==> src/shared/tbw_pkg.sv <==
/*
 tbw_pkg: shared constants for the block tape write/check controller.
 assumes: 12-bit tape words, registers on a 32-bit apb word map.
*/
package tbw_pkg;
	localparam logic [7:0] OFF_CTRL = 8'h00;
	localparam logic [7:0] OFF_STATUS = 8'h04;
	localparam logic [7:0] OFF_TAC = 8'h08;
	localparam logic [7:0] OFF_DATA = 8'h0C;
	localparam logic [7:0] OFF_BLOCK = 8'h10;
	localparam logic [7:0] OFF_ADDR = 8'h14;
	localparam logic [7:0] OFF_MARKWIN = 8'h18;
	// ctrl field positions
	localparam int CTRL_OP_LSB = 0;
	localparam int CTRL_NOPAUSE = 3;
	localparam int CTRL_KEEPMOVE = 4;
	localparam int CTRL_FMT = 5;
	localparam int CTRL_GO = 8;
	localparam int CTRL_PRESET = 9;
	// block register field positions
	localparam int BLK_GROUP_LSB = 12;
	localparam logic [11:0] GOOD_SUM = 12'hFFF;
	localparam logic [11:0] WORD_RST = 12'h000;
	localparam logic [1:0] LC_SET = 2'h3;
	localparam logic [1:0] LC_REQ = 2'h2;
	localparam logic [1:0] LC_LOAD = 2'h0;
	localparam logic [1:0] TCNT_LAST = 2'h3;
	typedef enum logic [2:0] {
		OP_PLAIN_WRITE = 3'h4,
		OP_WRITE_CHECK = 3'h5,
		OP_GROUP_WRITE_CHECK = 3'h6,
		OP_CHECK_ONLY = 3'h7,
		OP_MOVE_TO_BLOCK = 3'h3
	} tbw_op_t;
	typedef enum logic [4:0] {
		ST_IDLE = 5'h01,
		ST_SEARCH = 5'h02,
		ST_BLOCK = 5'h04,
		ST_CHECK_WORD = 5'h08,
		ST_TURN = 5'h10
	} tbw_state_t;
	// synchronised pin vector layout
	localparam int PIN_TP = 0;
	localparam int PIN_TS1 = 5;
	localparam int PIN_TS4 = 6;
	localparam int PIN_BM = 7;
	localparam int PIN_DM = 8;
	localparam int PIN_FM = 9;
	localparam int PIN_CM = 10;
	localparam int PIN_FWD = 11;
	localparam int PIN_CLOSE = 12;
	localparam int PIN_RD = 13;
	localparam int PIN_FCLK = 16;
	localparam int PIN_ONLINE = 17;
	localparam int PIN_REMOTE = 18;
	localparam int PIN_WREN = 19;
	localparam int PIN_W = 20;
endpackage

==> src/rtl/tbw_sync.sv <==
/*
 tbw_sync: two-flop synchroniser bank for tape-side pins.
 assumes: inputs are asynchronous levels; one clock, synchronous reset.
*/
`timescale 1ns/1ns
module tbw_sync #(
	parameter int W = 20
) (
	input wire logic clk, // system clock
	input wire logic rst_b, // sync reset, active low
	input wire logic [W-1:0] d, // raw pins
	output logic [W-1:0] q // synchronised pins
);
	logic [W-1:0] meta;
	if (W < 1) begin : g_w_check
		$error("tbw_sync: W must be positive");
	end
	always_ff @(posedge clk) begin
		if (!rst_b) begin
			meta <= '0;
			q <= '0;
		end else begin
			meta <= d;
			q <= meta;
		end
	end
endmodule

==> src/rtl/tbw_ctrl.sv <==
/*
 tbw_ctrl: tape block write / check controller with apb register access.
 assumes: tape phase pulses, marks and read data arrive as async pins;
 the processor services transfer_request by writing the data register.
*/
// Contract
// block mark sets line counter; request two counts later
// processor delivers fetched word into tape buffer
// phase 0 adds buffer to sum, loads shifter
// phase 3 toggles writes, four lines per word
// final mark records complemented datasum
// final mark phase 2 enters check word
// write sync/write set then clear at check
// plain write ends; write-check goes to check
// group write repeats until group equal
// checking loads buffer and sums, no transfer
// check mark sums, hands sum to processor
// check-only ends after check mark
// bad check rewrites block until good
// group bad check rewrites remaining group blocks
// format clock halved into timing wave
// mark window shifted out on mark track
// idle entry conditions
// search set phase 1, cleared on find
// block only from search, qualifies requests
// turn around set/clear, stops motion
// write cycle set/clear and gating
// tape ready from switch settings
// processor increments address, clears request
// no-pause: request only when word ready
// preset clears states and write flops
`timescale 1ns/1ns
module tbw_ctrl
	import tbw_pkg::*;
(
	input wire logic clk, // 50 MHz clock
	input wire logic rst_b, // sync reset, active low
	input wire logic psel, // apb select
	input wire logic penable, // apb enable
	input wire logic pwrite, // apb direction
	input wire logic [7:0] paddr, // apb byte address
	input wire logic [31:0] pwdata, // apb write data
	output logic [31:0] prdata, // apb read data
	output logic pready, // apb ready
	output logic pslverr, // apb error
	input wire logic [4:0] phase_pulse, // tape phase pulses 0..4
	input wire logic timing_state_1, // tape timing state 1
	input wire logic timing_state_4, // tape timing state 4
	input wire logic block_mark, // decoded block mark
	input wire logic data_mark, // decoded data mark
	input wire logic final_mark, // decoded final mark
	input wire logic check_mark, // decoded check mark
	input wire logic forward, // transport moving forward
	input wire logic timing_window_closure, // timing fault
	input wire logic [2:0] read_data, // data track read bits
	input wire logic format_clock, // 7.5 us formatting clock
	input wire logic unit_online, // unit selector on line
	input wire logic unit_remote, // switch at remote
	input wire logic unit_write_enabled, // write lock enabled
	output logic [2:0] write_line, // data track write outputs
	output logic write_amp_enable, // write flop, amps on
	output logic polarity, // check word phase level
	output logic transfer_request, // break request
	output logic [11:0] tape_bus, // sum to processor accumulator
	output logic checksum_load, // one-cycle accumulator load
	output logic motion_stop, // stop transport
	output logic tape_ready, // transport ready
	output logic timing_track_wave, // timing track square wave
	output logic mark_track_out // mark track serial data
);
	logic [PIN_W-1:0] s2, s3, pe;
	tbw_state_t state;
	tbw_op_t op;
	logic no_pause, keep_moving, format_en, progress, write_cycle, write_sync;
	logic done_flag, chk_bad;
	logic [11:0] tape_buffer, tape_accumulator, read_write_shift_register, tape_memory_address, target;
	logic [2:0] group, group_count, chk_base;
	logic [1:0] lc, tcnt;
	logic [3:0] mark_window;
	logic wr_setup, wr_ctrl, wr_data, wr_block, wr_addr, wr_mwin, rd_status, setup, preset;
	logic p0, p1, p2, p3, p4, ts1e, ts4, bm, dm, fm, cm, fwd, fmt_tick, wpass;
	logic group_equal_flag, decide, sum_good, next_done, in_write, hit, mtb_end;
	logic [11:0] cur_block;

	function automatic logic [11:0] ones_add(input logic [11:0] a, input logic [11:0] b);
		logic [12:0] s;
		s = {1'b0, a} + {1'b0, b};
		return s[11:0] + {11'h000, s[12]};
	endfunction

	tbw_sync #(.W(PIN_W)) u_sync (
		.clk(clk),
		.rst_b(rst_b),
		.d({unit_write_enabled, unit_remote, unit_online, format_clock, read_data, timing_window_closure,
			forward, check_mark, final_mark, data_mark, block_mark, timing_state_4, timing_state_1,
			phase_pulse}),
		.q(s2)
	);

	// edge detect compares the second stage with a third
	always_ff @(posedge clk) begin
		if (!rst_b) begin
			s3 <= '0;
		end else begin
			s3 <= s2;
		end
	end
	assign pe = s2 & ~s3;
	assign p0 = pe[PIN_TP];
	assign p1 = pe[PIN_TP+1];
	assign p2 = pe[PIN_TP+2];
	assign p3 = pe[PIN_TP+3];
	assign p4 = pe[PIN_TP+4];
	assign ts1e = pe[PIN_TS1];
	assign ts4 = s2[PIN_TS4];
	assign bm = s2[PIN_BM];
	assign dm = s2[PIN_DM];
	assign fm = s2[PIN_FM];
	assign cm = s2[PIN_CM];
	assign fwd = s2[PIN_FWD];
	assign fmt_tick = pe[PIN_FCLK];

	// apb decode: writes act in the access phase, zero wait states
	assign wr_setup = psel & penable & pwrite;
	assign wr_ctrl = wr_setup & (paddr == OFF_CTRL);
	assign wr_data = wr_setup & (paddr == OFF_DATA);
	assign wr_block = wr_setup & (paddr == OFF_BLOCK);
	assign wr_addr = wr_setup & (paddr == OFF_ADDR);
	assign wr_mwin = wr_setup & (paddr == OFF_MARKWIN);
	assign rd_status = psel & penable & ~pwrite & (paddr == OFF_STATUS);
	assign setup = wr_ctrl & pwdata[CTRL_GO];
	assign preset = wr_ctrl & pwdata[CTRL_PRESET];

	assign wpass = write_cycle & (op == OP_PLAIN_WRITE || op == OP_WRITE_CHECK || op == OP_GROUP_WRITE_CHECK);
	assign in_write = wpass & (state == ST_BLOCK || state == ST_CHECK_WORD);
	assign group_equal_flag = (group_count == group);
	assign cur_block = target + {9'h000, group_count};
	assign hit = (state == ST_SEARCH) & p2 & (tape_accumulator == GOOD_SUM) & fwd & (op != OP_MOVE_TO_BLOCK);
	assign mtb_end = (state == ST_SEARCH) & p2 & bm & (op == OP_MOVE_TO_BLOCK);
	assign decide = (state == ST_CHECK_WORD) & cm & p1;
	assign sum_good = (tape_accumulator == GOOD_SUM);

	// end-of-block decision: finish the instruction or go round again
	always_comb begin
		next_done = 1'b0;
		chk_bad = 1'b0;
		if (wpass) begin
			next_done = (op == OP_PLAIN_WRITE);
		end else begin
			chk_bad = !sum_good && op != OP_CHECK_ONLY;
			next_done = (op == OP_CHECK_ONLY) || (sum_good && (op != OP_GROUP_WRITE_CHECK || group_equal_flag));
		end
	end

	// major state machine
	always_ff @(posedge clk) begin
		if (!rst_b || preset || setup || s2[PIN_CLOSE]) begin
			state <= ST_IDLE;
		end else begin
			case (state)
				ST_IDLE: begin
					if (progress && p1) state <= ST_SEARCH;
				end
				ST_SEARCH: begin
					if (hit) state <= ST_BLOCK;
					else if (mtb_end) state <= ST_IDLE;
				end
				ST_BLOCK: begin
					if (p2 && (wpass ? fm : cm)) state <= ST_CHECK_WORD;
				end
				ST_CHECK_WORD: begin
					if (decide) state <= next_done ? ST_TURN : ST_IDLE;
				end
				ST_TURN: begin
					if ((p1 && bm) || p2) state <= ST_IDLE;
				end
				default: state <= ST_IDLE;
			endcase
		end
	end

	// instruction control and progress
	always_ff @(posedge clk) begin
		if (!rst_b) begin
			op <= OP_CHECK_ONLY;
			no_pause <= 1'b0;
			keep_moving <= 1'b0;
			format_en <= 1'b0;
			progress <= 1'b0;
		end else begin
			if (wr_ctrl) begin
				op <= tbw_op_t'(pwdata[CTRL_OP_LSB +: 3]);
				no_pause <= pwdata[CTRL_NOPAUSE];
				keep_moving <= pwdata[CTRL_KEEPMOVE];
				format_en <= pwdata[CTRL_FMT];
			end
			if (preset) progress <= 1'b0;
			else if (setup) progress <= 1'b1;
			else if ((decide && next_done) || mtb_end) progress <= 1'b0;
		end
	end

	// done is sticky; a finish in the same cycle as the status read wins
	always_ff @(posedge clk) begin
		if (!rst_b) done_flag <= 1'b0;
		else if ((decide && next_done) || mtb_end) done_flag <= 1'b1;
		else if (rd_status) done_flag <= 1'b0;
	end

	// write cycle and group counting
	always_ff @(posedge clk) begin
		if (!rst_b || preset) begin
			write_cycle <= 1'b0;
			group_count <= 3'h0;
			chk_base <= 3'h0;
		end else if (setup) begin
			write_cycle <= 1'b1;
			group_count <= 3'h0;
			chk_base <= 3'h0;
		end else if (decide && next_done) begin
			write_cycle <= 1'b0;
		end else if (decide) begin
			if (wpass) begin
				if (op == OP_GROUP_WRITE_CHECK && !group_equal_flag) begin
					group_count <= group_count + 3'h1;
				end else begin
					write_cycle <= 1'b0;
					group_count <= chk_base;
				end
			end else if (chk_bad) begin
				write_cycle <= 1'b1;
				chk_base <= group_count;
			end else begin
				group_count <= group_count + 3'h1;
			end
		end
	end

	// write sync / write flops; wpass (write cycle and a write op) holds writing off while checking
	always_ff @(posedge clk) begin
		if (!rst_b || preset || setup || (cm && ts1e)) begin
			write_sync <= 1'b0;
			write_amp_enable <= 1'b0;
		end else begin
			if (state == ST_BLOCK && wpass && p1) write_sync <= 1'b1;
			if (write_sync && write_cycle && p3) write_amp_enable <= 1'b1;
		end
	end

	// line counter and transfer request
	always_ff @(posedge clk) begin
		if (!rst_b || preset || setup) begin
			lc <= 2'h0;
			transfer_request <= 1'b0;
		end else begin
			if ((state == ST_SEARCH || state == ST_BLOCK) && wpass && bm && p4) lc <= LC_SET;
			else if (state == ST_BLOCK && wpass && p3) lc <= lc - 2'h1;
			// a word is asked for only when the shifter will need it
			if (wr_data) transfer_request <= 1'b0;
			else if (state == ST_BLOCK && wpass && p3 && lc == LC_REQ && !fm) transfer_request <= 1'b1;
		end
	end

	// tape buffer
	always_ff @(posedge clk) begin
		if (!rst_b) tape_buffer <= WORD_RST;
		else if (wr_data) tape_buffer <= pwdata[11:0];
		else if (in_write && fm && p4) tape_buffer <= tape_accumulator;
		else if (state == ST_BLOCK && !wpass && (dm || fm || cm) && ts4 && p4) tape_buffer <= read_write_shift_register;
	end

	// tape accumulator: search compare, then datasum
	always_ff @(posedge clk) begin
		if (!rst_b || preset || setup) tape_accumulator <= WORD_RST;
		else if (state == ST_IDLE && progress && p1) tape_accumulator <= cur_block;
		else if (state == ST_SEARCH && bm && p1) tape_accumulator <= ones_add(tape_accumulator, read_write_shift_register);
		else if (hit) tape_accumulator <= WORD_RST;
		else if (state == ST_BLOCK && p0 && wpass && lc == LC_LOAD && !fm) begin
			tape_accumulator <= ones_add(tape_accumulator, tape_buffer);
		end else if (state == ST_BLOCK && p0 && !wpass && (dm || fm || cm)) begin
			tape_accumulator <= ones_add(tape_accumulator, tape_buffer);
		end
	end

	// read/write shifter: three four-bit lanes
	always_ff @(posedge clk) begin
		if (!rst_b) begin
			read_write_shift_register <= WORD_RST;
		end else if (in_write && p0 && lc == LC_LOAD) begin
			read_write_shift_register <= tape_buffer;
		end else if (in_write && p3) begin
			read_write_shift_register <= {read_write_shift_register[10:8], 1'b0, read_write_shift_register[6:4], 1'b0,
				read_write_shift_register[2:0], 1'b0};
		end else if (!in_write && p3) begin
			read_write_shift_register <= {read_write_shift_register[10:8], s2[PIN_RD+2], read_write_shift_register[6:4],
				s2[PIN_RD+1], read_write_shift_register[2:0], s2[PIN_RD]};
		end
	end

	// line writer: check word flips polarity so the sum goes down complemented
	always_ff @(posedge clk) begin
		if (!rst_b) begin
			write_line <= 3'h0;
			polarity <= 1'b0;
		end else begin
			polarity <= (state == ST_CHECK_WORD);
			if (in_write && write_amp_enable && p3) begin
				write_line <= write_line ^ ({read_write_shift_register[11], read_write_shift_register[7],
					read_write_shift_register[3]} ^ {3{state == ST_CHECK_WORD}});
			end
		end
	end

	// checksum hand-over to the processor; suppressed when it keeps running
	always_ff @(posedge clk) begin
		if (!rst_b) begin
			tape_bus <= WORD_RST;
			checksum_load <= 1'b0;
		end else begin
			checksum_load <= 1'b0;
			if (state == ST_BLOCK && !wpass && cm && ts1e && !no_pause) begin
				tape_bus <= tape_accumulator;
				checksum_load <= 1'b1;
			end
		end
	end

	// motion stop after turn around
	always_ff @(posedge clk) begin
		if (!rst_b || setup) motion_stop <= 1'b0;
		else if (state == ST_TURN && p1 && bm && !keep_moving) motion_stop <= 1'b1;
	end

	always_ff @(posedge clk) begin
		if (!rst_b) tape_ready <= 1'b0;
		else tape_ready <= s2[PIN_ONLINE] & s2[PIN_REMOTE] & (s2[PIN_WREN] | ~op[2]);
	end

	// formatting: two-bit time counter on the formatting clock
	always_ff @(posedge clk) begin
		if (!rst_b) begin
			tcnt <= 2'h0;
			timing_track_wave <= 1'b0;
			mark_window <= 4'h0;
			mark_track_out <= 1'b0;
		end else begin
			if (wr_mwin) mark_window <= pwdata[3:0];
			if (format_en && fmt_tick) begin
				tcnt <= tcnt + 2'h1;
				timing_track_wave <= ~tcnt[0];
				if (tcnt == TCNT_LAST && !wr_mwin) begin
					mark_track_out <= mark_window[3];
					mark_window <= {mark_window[2:0], 1'b0};
				end
			end
		end
	end

	// target block, group size and memory address
	always_ff @(posedge clk) begin
		if (!rst_b) begin
			target <= WORD_RST;
			group <= 3'h0;
			tape_memory_address <= WORD_RST;
		end else begin
			if (wr_block) begin
				target <= pwdata[11:0];
				group <= pwdata[BLK_GROUP_LSB +: 3];
			end
			if (wr_addr) tape_memory_address <= pwdata[11:0];
			else if (wr_data) tape_memory_address <= tape_memory_address + 12'h001;
		end
	end

	// apb read data is registered in the setup phase
	always_ff @(posedge clk) begin
		if (!rst_b) begin
			prdata <= 32'h00000000;
			pslverr <= 1'b0;
			pready <= 1'b0;
		end else begin
			pready <= 1'b1;
			if (psel && !penable) begin
				pslverr <= 1'b0;
				case (paddr)
					OFF_CTRL: prdata <= {26'h0, format_en, keep_moving, no_pause, op};
					OFF_STATUS: prdata <= {16'h0, done_flag, progress, write_cycle, write_sync, group_equal_flag,
						group_count, 3'h0, state};
					OFF_TAC: prdata <= {20'h0, tape_accumulator};
					OFF_DATA: prdata <= {20'h0, tape_bus};
					OFF_BLOCK: prdata <= {17'h0, group, target};
					OFF_ADDR: prdata <= {20'h0, tape_memory_address};
					OFF_MARKWIN: prdata <= {28'h0, mark_window};
					default: begin
						prdata <= 32'h00000000;
						pslverr <= 1'b1;
					end
				endcase
			end
		end
	end
endmodule

==> config.mk <==
export PLATFORM = sky130hd
export DESIGN_NAME = tbw_ctrl
export DESIGN_NICKNAME = d
export VERILOG_FILES = /design/src/shared/tbw_pkg.sv /design/src/rtl/tbw_sync.sv /design/src/rtl/tbw_ctrl.sv
export SDC_FILE = /design/constraint.sdc
export NUM_CORES = 1
export LEC_CHECK = 0
export BUFFER_PORTS_ARGS = -buffer_cell sky130_fd_sc_hd__buf_2
export CAP_MARGIN = 20
export CORE_MARGIN = 2
export CORE_UTILIZATION = 50
export DETAILED_ROUTE_END_ITERATION = 10
export GPL_ROUTABILITY_DRIVEN = 0
export PLACE_DENSITY = 0.7
export SLEW_MARGIN = 40
export SYNTH_ARGS = -nofsm -noshare
export SYNTH_HDL_FRONTEND = slang
export SYNTH_SLANG_ARGS = --single-unit
==> constraint.sdc <==
create_clock -name clk -period 5.36 [get_ports clk]
set_input_delay 0.268 -clock clk [delete_from_list [all_inputs] [get_ports clk]]
set_output_delay 0.268 -clock clk [all_outputs]
set_load 0.05 [all_outputs]
==> run summary <==
Status: complete, no violations
I/O pins: 122
F_max: 226 MHz
Global-route usage over all layers: 26.5%
HPWL after detailed placement: 19.1 mm
Maxcap violations: 0
Largest net degree at the start of global routing: 66
Die H: 143 µm
Slowest cell delay on critical path: 0.59 ns
Fin crit share: 82.5%
PostCTS Resize Cnt: 0
Unrepaired setup endpoints after global routing: false
Required @ worst endpoint: 5.69 ns
Area delta synth->final: 12.0%
Post-synth EDFFs: 0
Synth Warn #: 0
Via count: 8,727
Drt first-iter violations: 792
CP Class: reg -> reg
Total die area: 20,300 µm²
Pre-CTS WS: 1.04 ns
Via-to-Cell Ratio: 5.99
WHS: 0.0316 ns
Worst skew pair latency: 0.44 ns
FF+latch count, synth: 179
Initial antenna violation count: 0
Delay-heaviest family, CP: compound AO/OA/AOI/OAI gates
Cells after Synth: 1,156
Most common cell after layout, fill and taps aside: dfxtp_1
Seq/Total Area, Yosys: 37.3%
Type of destination of the critical path: flop
Most used DFF post-synth: dfxtp_1
Share of cells above drive strength 1: 12.9%
Routed WL: 26.4 mm
CTS sink cnt: 179
Post-CTS Setup Bufs: 0
Power per cell area: 261 nW/µm²
Peak supply drop: 264 µV
Final worst slack: 0.936 ns
CTS root buf: clkbuf_16
Slew @ Worst Pin: 0.800 ns
Crit start category: flop
Setup Skew: 0.0138 ns
WP buf/inv: 0
Crit path time final: 4.42 ns
Crit Path Max Fanout: 7
Diode count: 0
Mapped cell area: 9610 µm²
Number of routed nets with antenna violations: 0
Routed wire length per instance: 18.1 µm
Worst path cell trace: ha_1 -> fa_1 -> a211o_1 -> a211oi_2 -> o31ai_1 -> a21o_2 -> a21o_1 -> a21o_1 -> ha_1 -> and3_1 -> nand3_1 -> or4b_1 -> or3b_1 -> o21bai_1 -> and3_4 -> a2111oi_4
CTS Buf Count: 17
Initial core utilization: 51.2%
Cts hold-fix bufs: 0
Leak Pwr: 4.26 nW
Fin. max-slew vios: 0
Post-synth ARST share: 0%
Post-layout nets: 1,315
CTS tree: done
Die W: 143 µm
Rows: 50
Commonest cells after routing, fill and taps aside: 179 x dfxtp_1, 133 x nor2_1, 130 x nand2_1
Final hold viol count: 0
Max H-tree Level: 4
Clock Path Buffers: 2
Total grt overflow: 0
Final setup viols: 0
First-pass GRT wire length: 42.3 mm
Post-route DRC: 0
Pre-Repair DR Iteration Count: 9
Fin Setup TNS: 0 ns
Syn avg cell area: 8.31 µm²
CORE AREA: 18,800 µm²
Number of global-route vias before repair: 8,055
Worst path slowest cell: or4b_1
Clk slew on worst S/H paths: 0.07 ns
Port buffer count: 88
Critical Path AT: 4.76 ns
HP Class: in -> reg
Relative slew slack: 46.7%
Synth unique cells: 80
==> final cells by class <==
| type | count | area, µm² |
|---|---|---|
| Sequential cell | 179 | 3580 |
| Inverter | 18 | 67.6 |
| Clock buffer | 17 | 425 |
| Tap cell | 234 | 293 |
| Clock inverter | 15 | 218 |
| Timing Repair Buffer | 97 | 510 |
| Multi-Input combinational cell | 898 | 5670 |
| Fill cell | 1739 | 8000 |
==> state kept, by name, summed over array words and instances, names as in the netlist, 2 cells and up <==
register and flops:
u_sync.meta 20, group_count 3, mark_window 4, tcnt 2
target 12, tape_accumulator 12, lc 2, u_sync.q 20
read_write_shift_register 12, write_line 3, group 3, prdata 16
op 3, chk_base 3, tape_bus 12, tape_memory_address 12
tape_buffer 12, state 5, s3 7
==> routing by layer <==
layer / track usage (%) / routed length [µm]
met3: 5.77 / 1960
met1: 36.1 / 11600
met4: 9.80 / 686
met5: 0 / 0
met2: 41.3 / 12100
==> cell usage after synthesis, types with 9 or more instances <==
library cell,count,share of area [%]
and2_1,51,3.3
a311oi_1,13,1.2
ha_1,36,4.7
nor2_1,134,5.2
buf_4,16,1.3
o21ai_0,33,1.7
clkbuf_1,53,2.1
inv_1,17,0.66
a21oi_1,100,5.2
xnor2_1,28,2.6
xor2_1,21,1.9
dfxtp_1,179,37
nand3_1,36,1.9
a21o_1,9,0.70
a22oi_1,10,0.78
nor3_1,33,1.7
nand2b_1,9,0.59
and3_1,18,1.2
or3_1,9,0.59
nand2_1,130,5.1
a211oi_1,26,2.0
mux2i_1,47,4.9
==> per-stage QoR <==
step | util (%) | power, mW | instance area [µm²] | cells
4_1_cts | 57.3 | 2.82 | 10800 | 1458
5_1_grt | 57.4 | 2.89 | 10800 | 1458
2_1_floorplan | - | 1.47 | 9670 | 1171
3_3_place_gp | 53.7 | 1.50 | 10100 | 1426
3_5_place_dp | 53.9 | 1.50 | 10100 | 1426
6_report | 57.4 | 2.81 | 10800 | 1458
==> report_power, final <==
| part | switching (mW) | leakage [nW] | internal, mW |
|---|---|---|---|
| clock network | 0.613 | 0.301 | 0.719 |
| logic | 0.0896 | 2.51 | 0.0313 |
| registers | 0.00649 | 1.45 | 1.35 |
| total | 0.709 | 4.26 | 2.10 |
==> worst paths after layout <==
kind	to	start	cells after the start	slack, ns
worst min-delay path	u_sync.meta[13]	read_data[0]	2	0.03
worst min register to register	u_sync.q[12]	u_sync.meta[12]	1	0.43
worst max-delay path	tape_accumulator[11]	tape_accumulator[0]	16	0.94
worst max register to register	tape_accumulator[11]	tape_accumulator[0]	16	0.94
==> worst reg2reg max path: cells and delay by family, from the launching register on <==
family / cells / cell delay, ns
AO/OA/AOI/OAI: 8 / 1.62
AND/OR/NAND/NOR: 5 / 1.50
adder cells (fa/ha/maj): 3 / 0.69
flip-flops: 1 / 0.50
==> logic make-up after synthesis <==
logic type               count (synthesis)  synth area share, %
multiplexers                            49                 5.25
adder cells (fa/ha/maj)                 39                 5.31
AND/OR/NAND/NOR                        472                 23.6
AO/OA/AOI/OAI                          272                 19.1
flip-flops                             179                 37.3
XOR/XNOR                                50                 4.74
buffers and inverters                   94                 4.70
other                                    1               0.0390
Power figures use the tool's default switching activity.
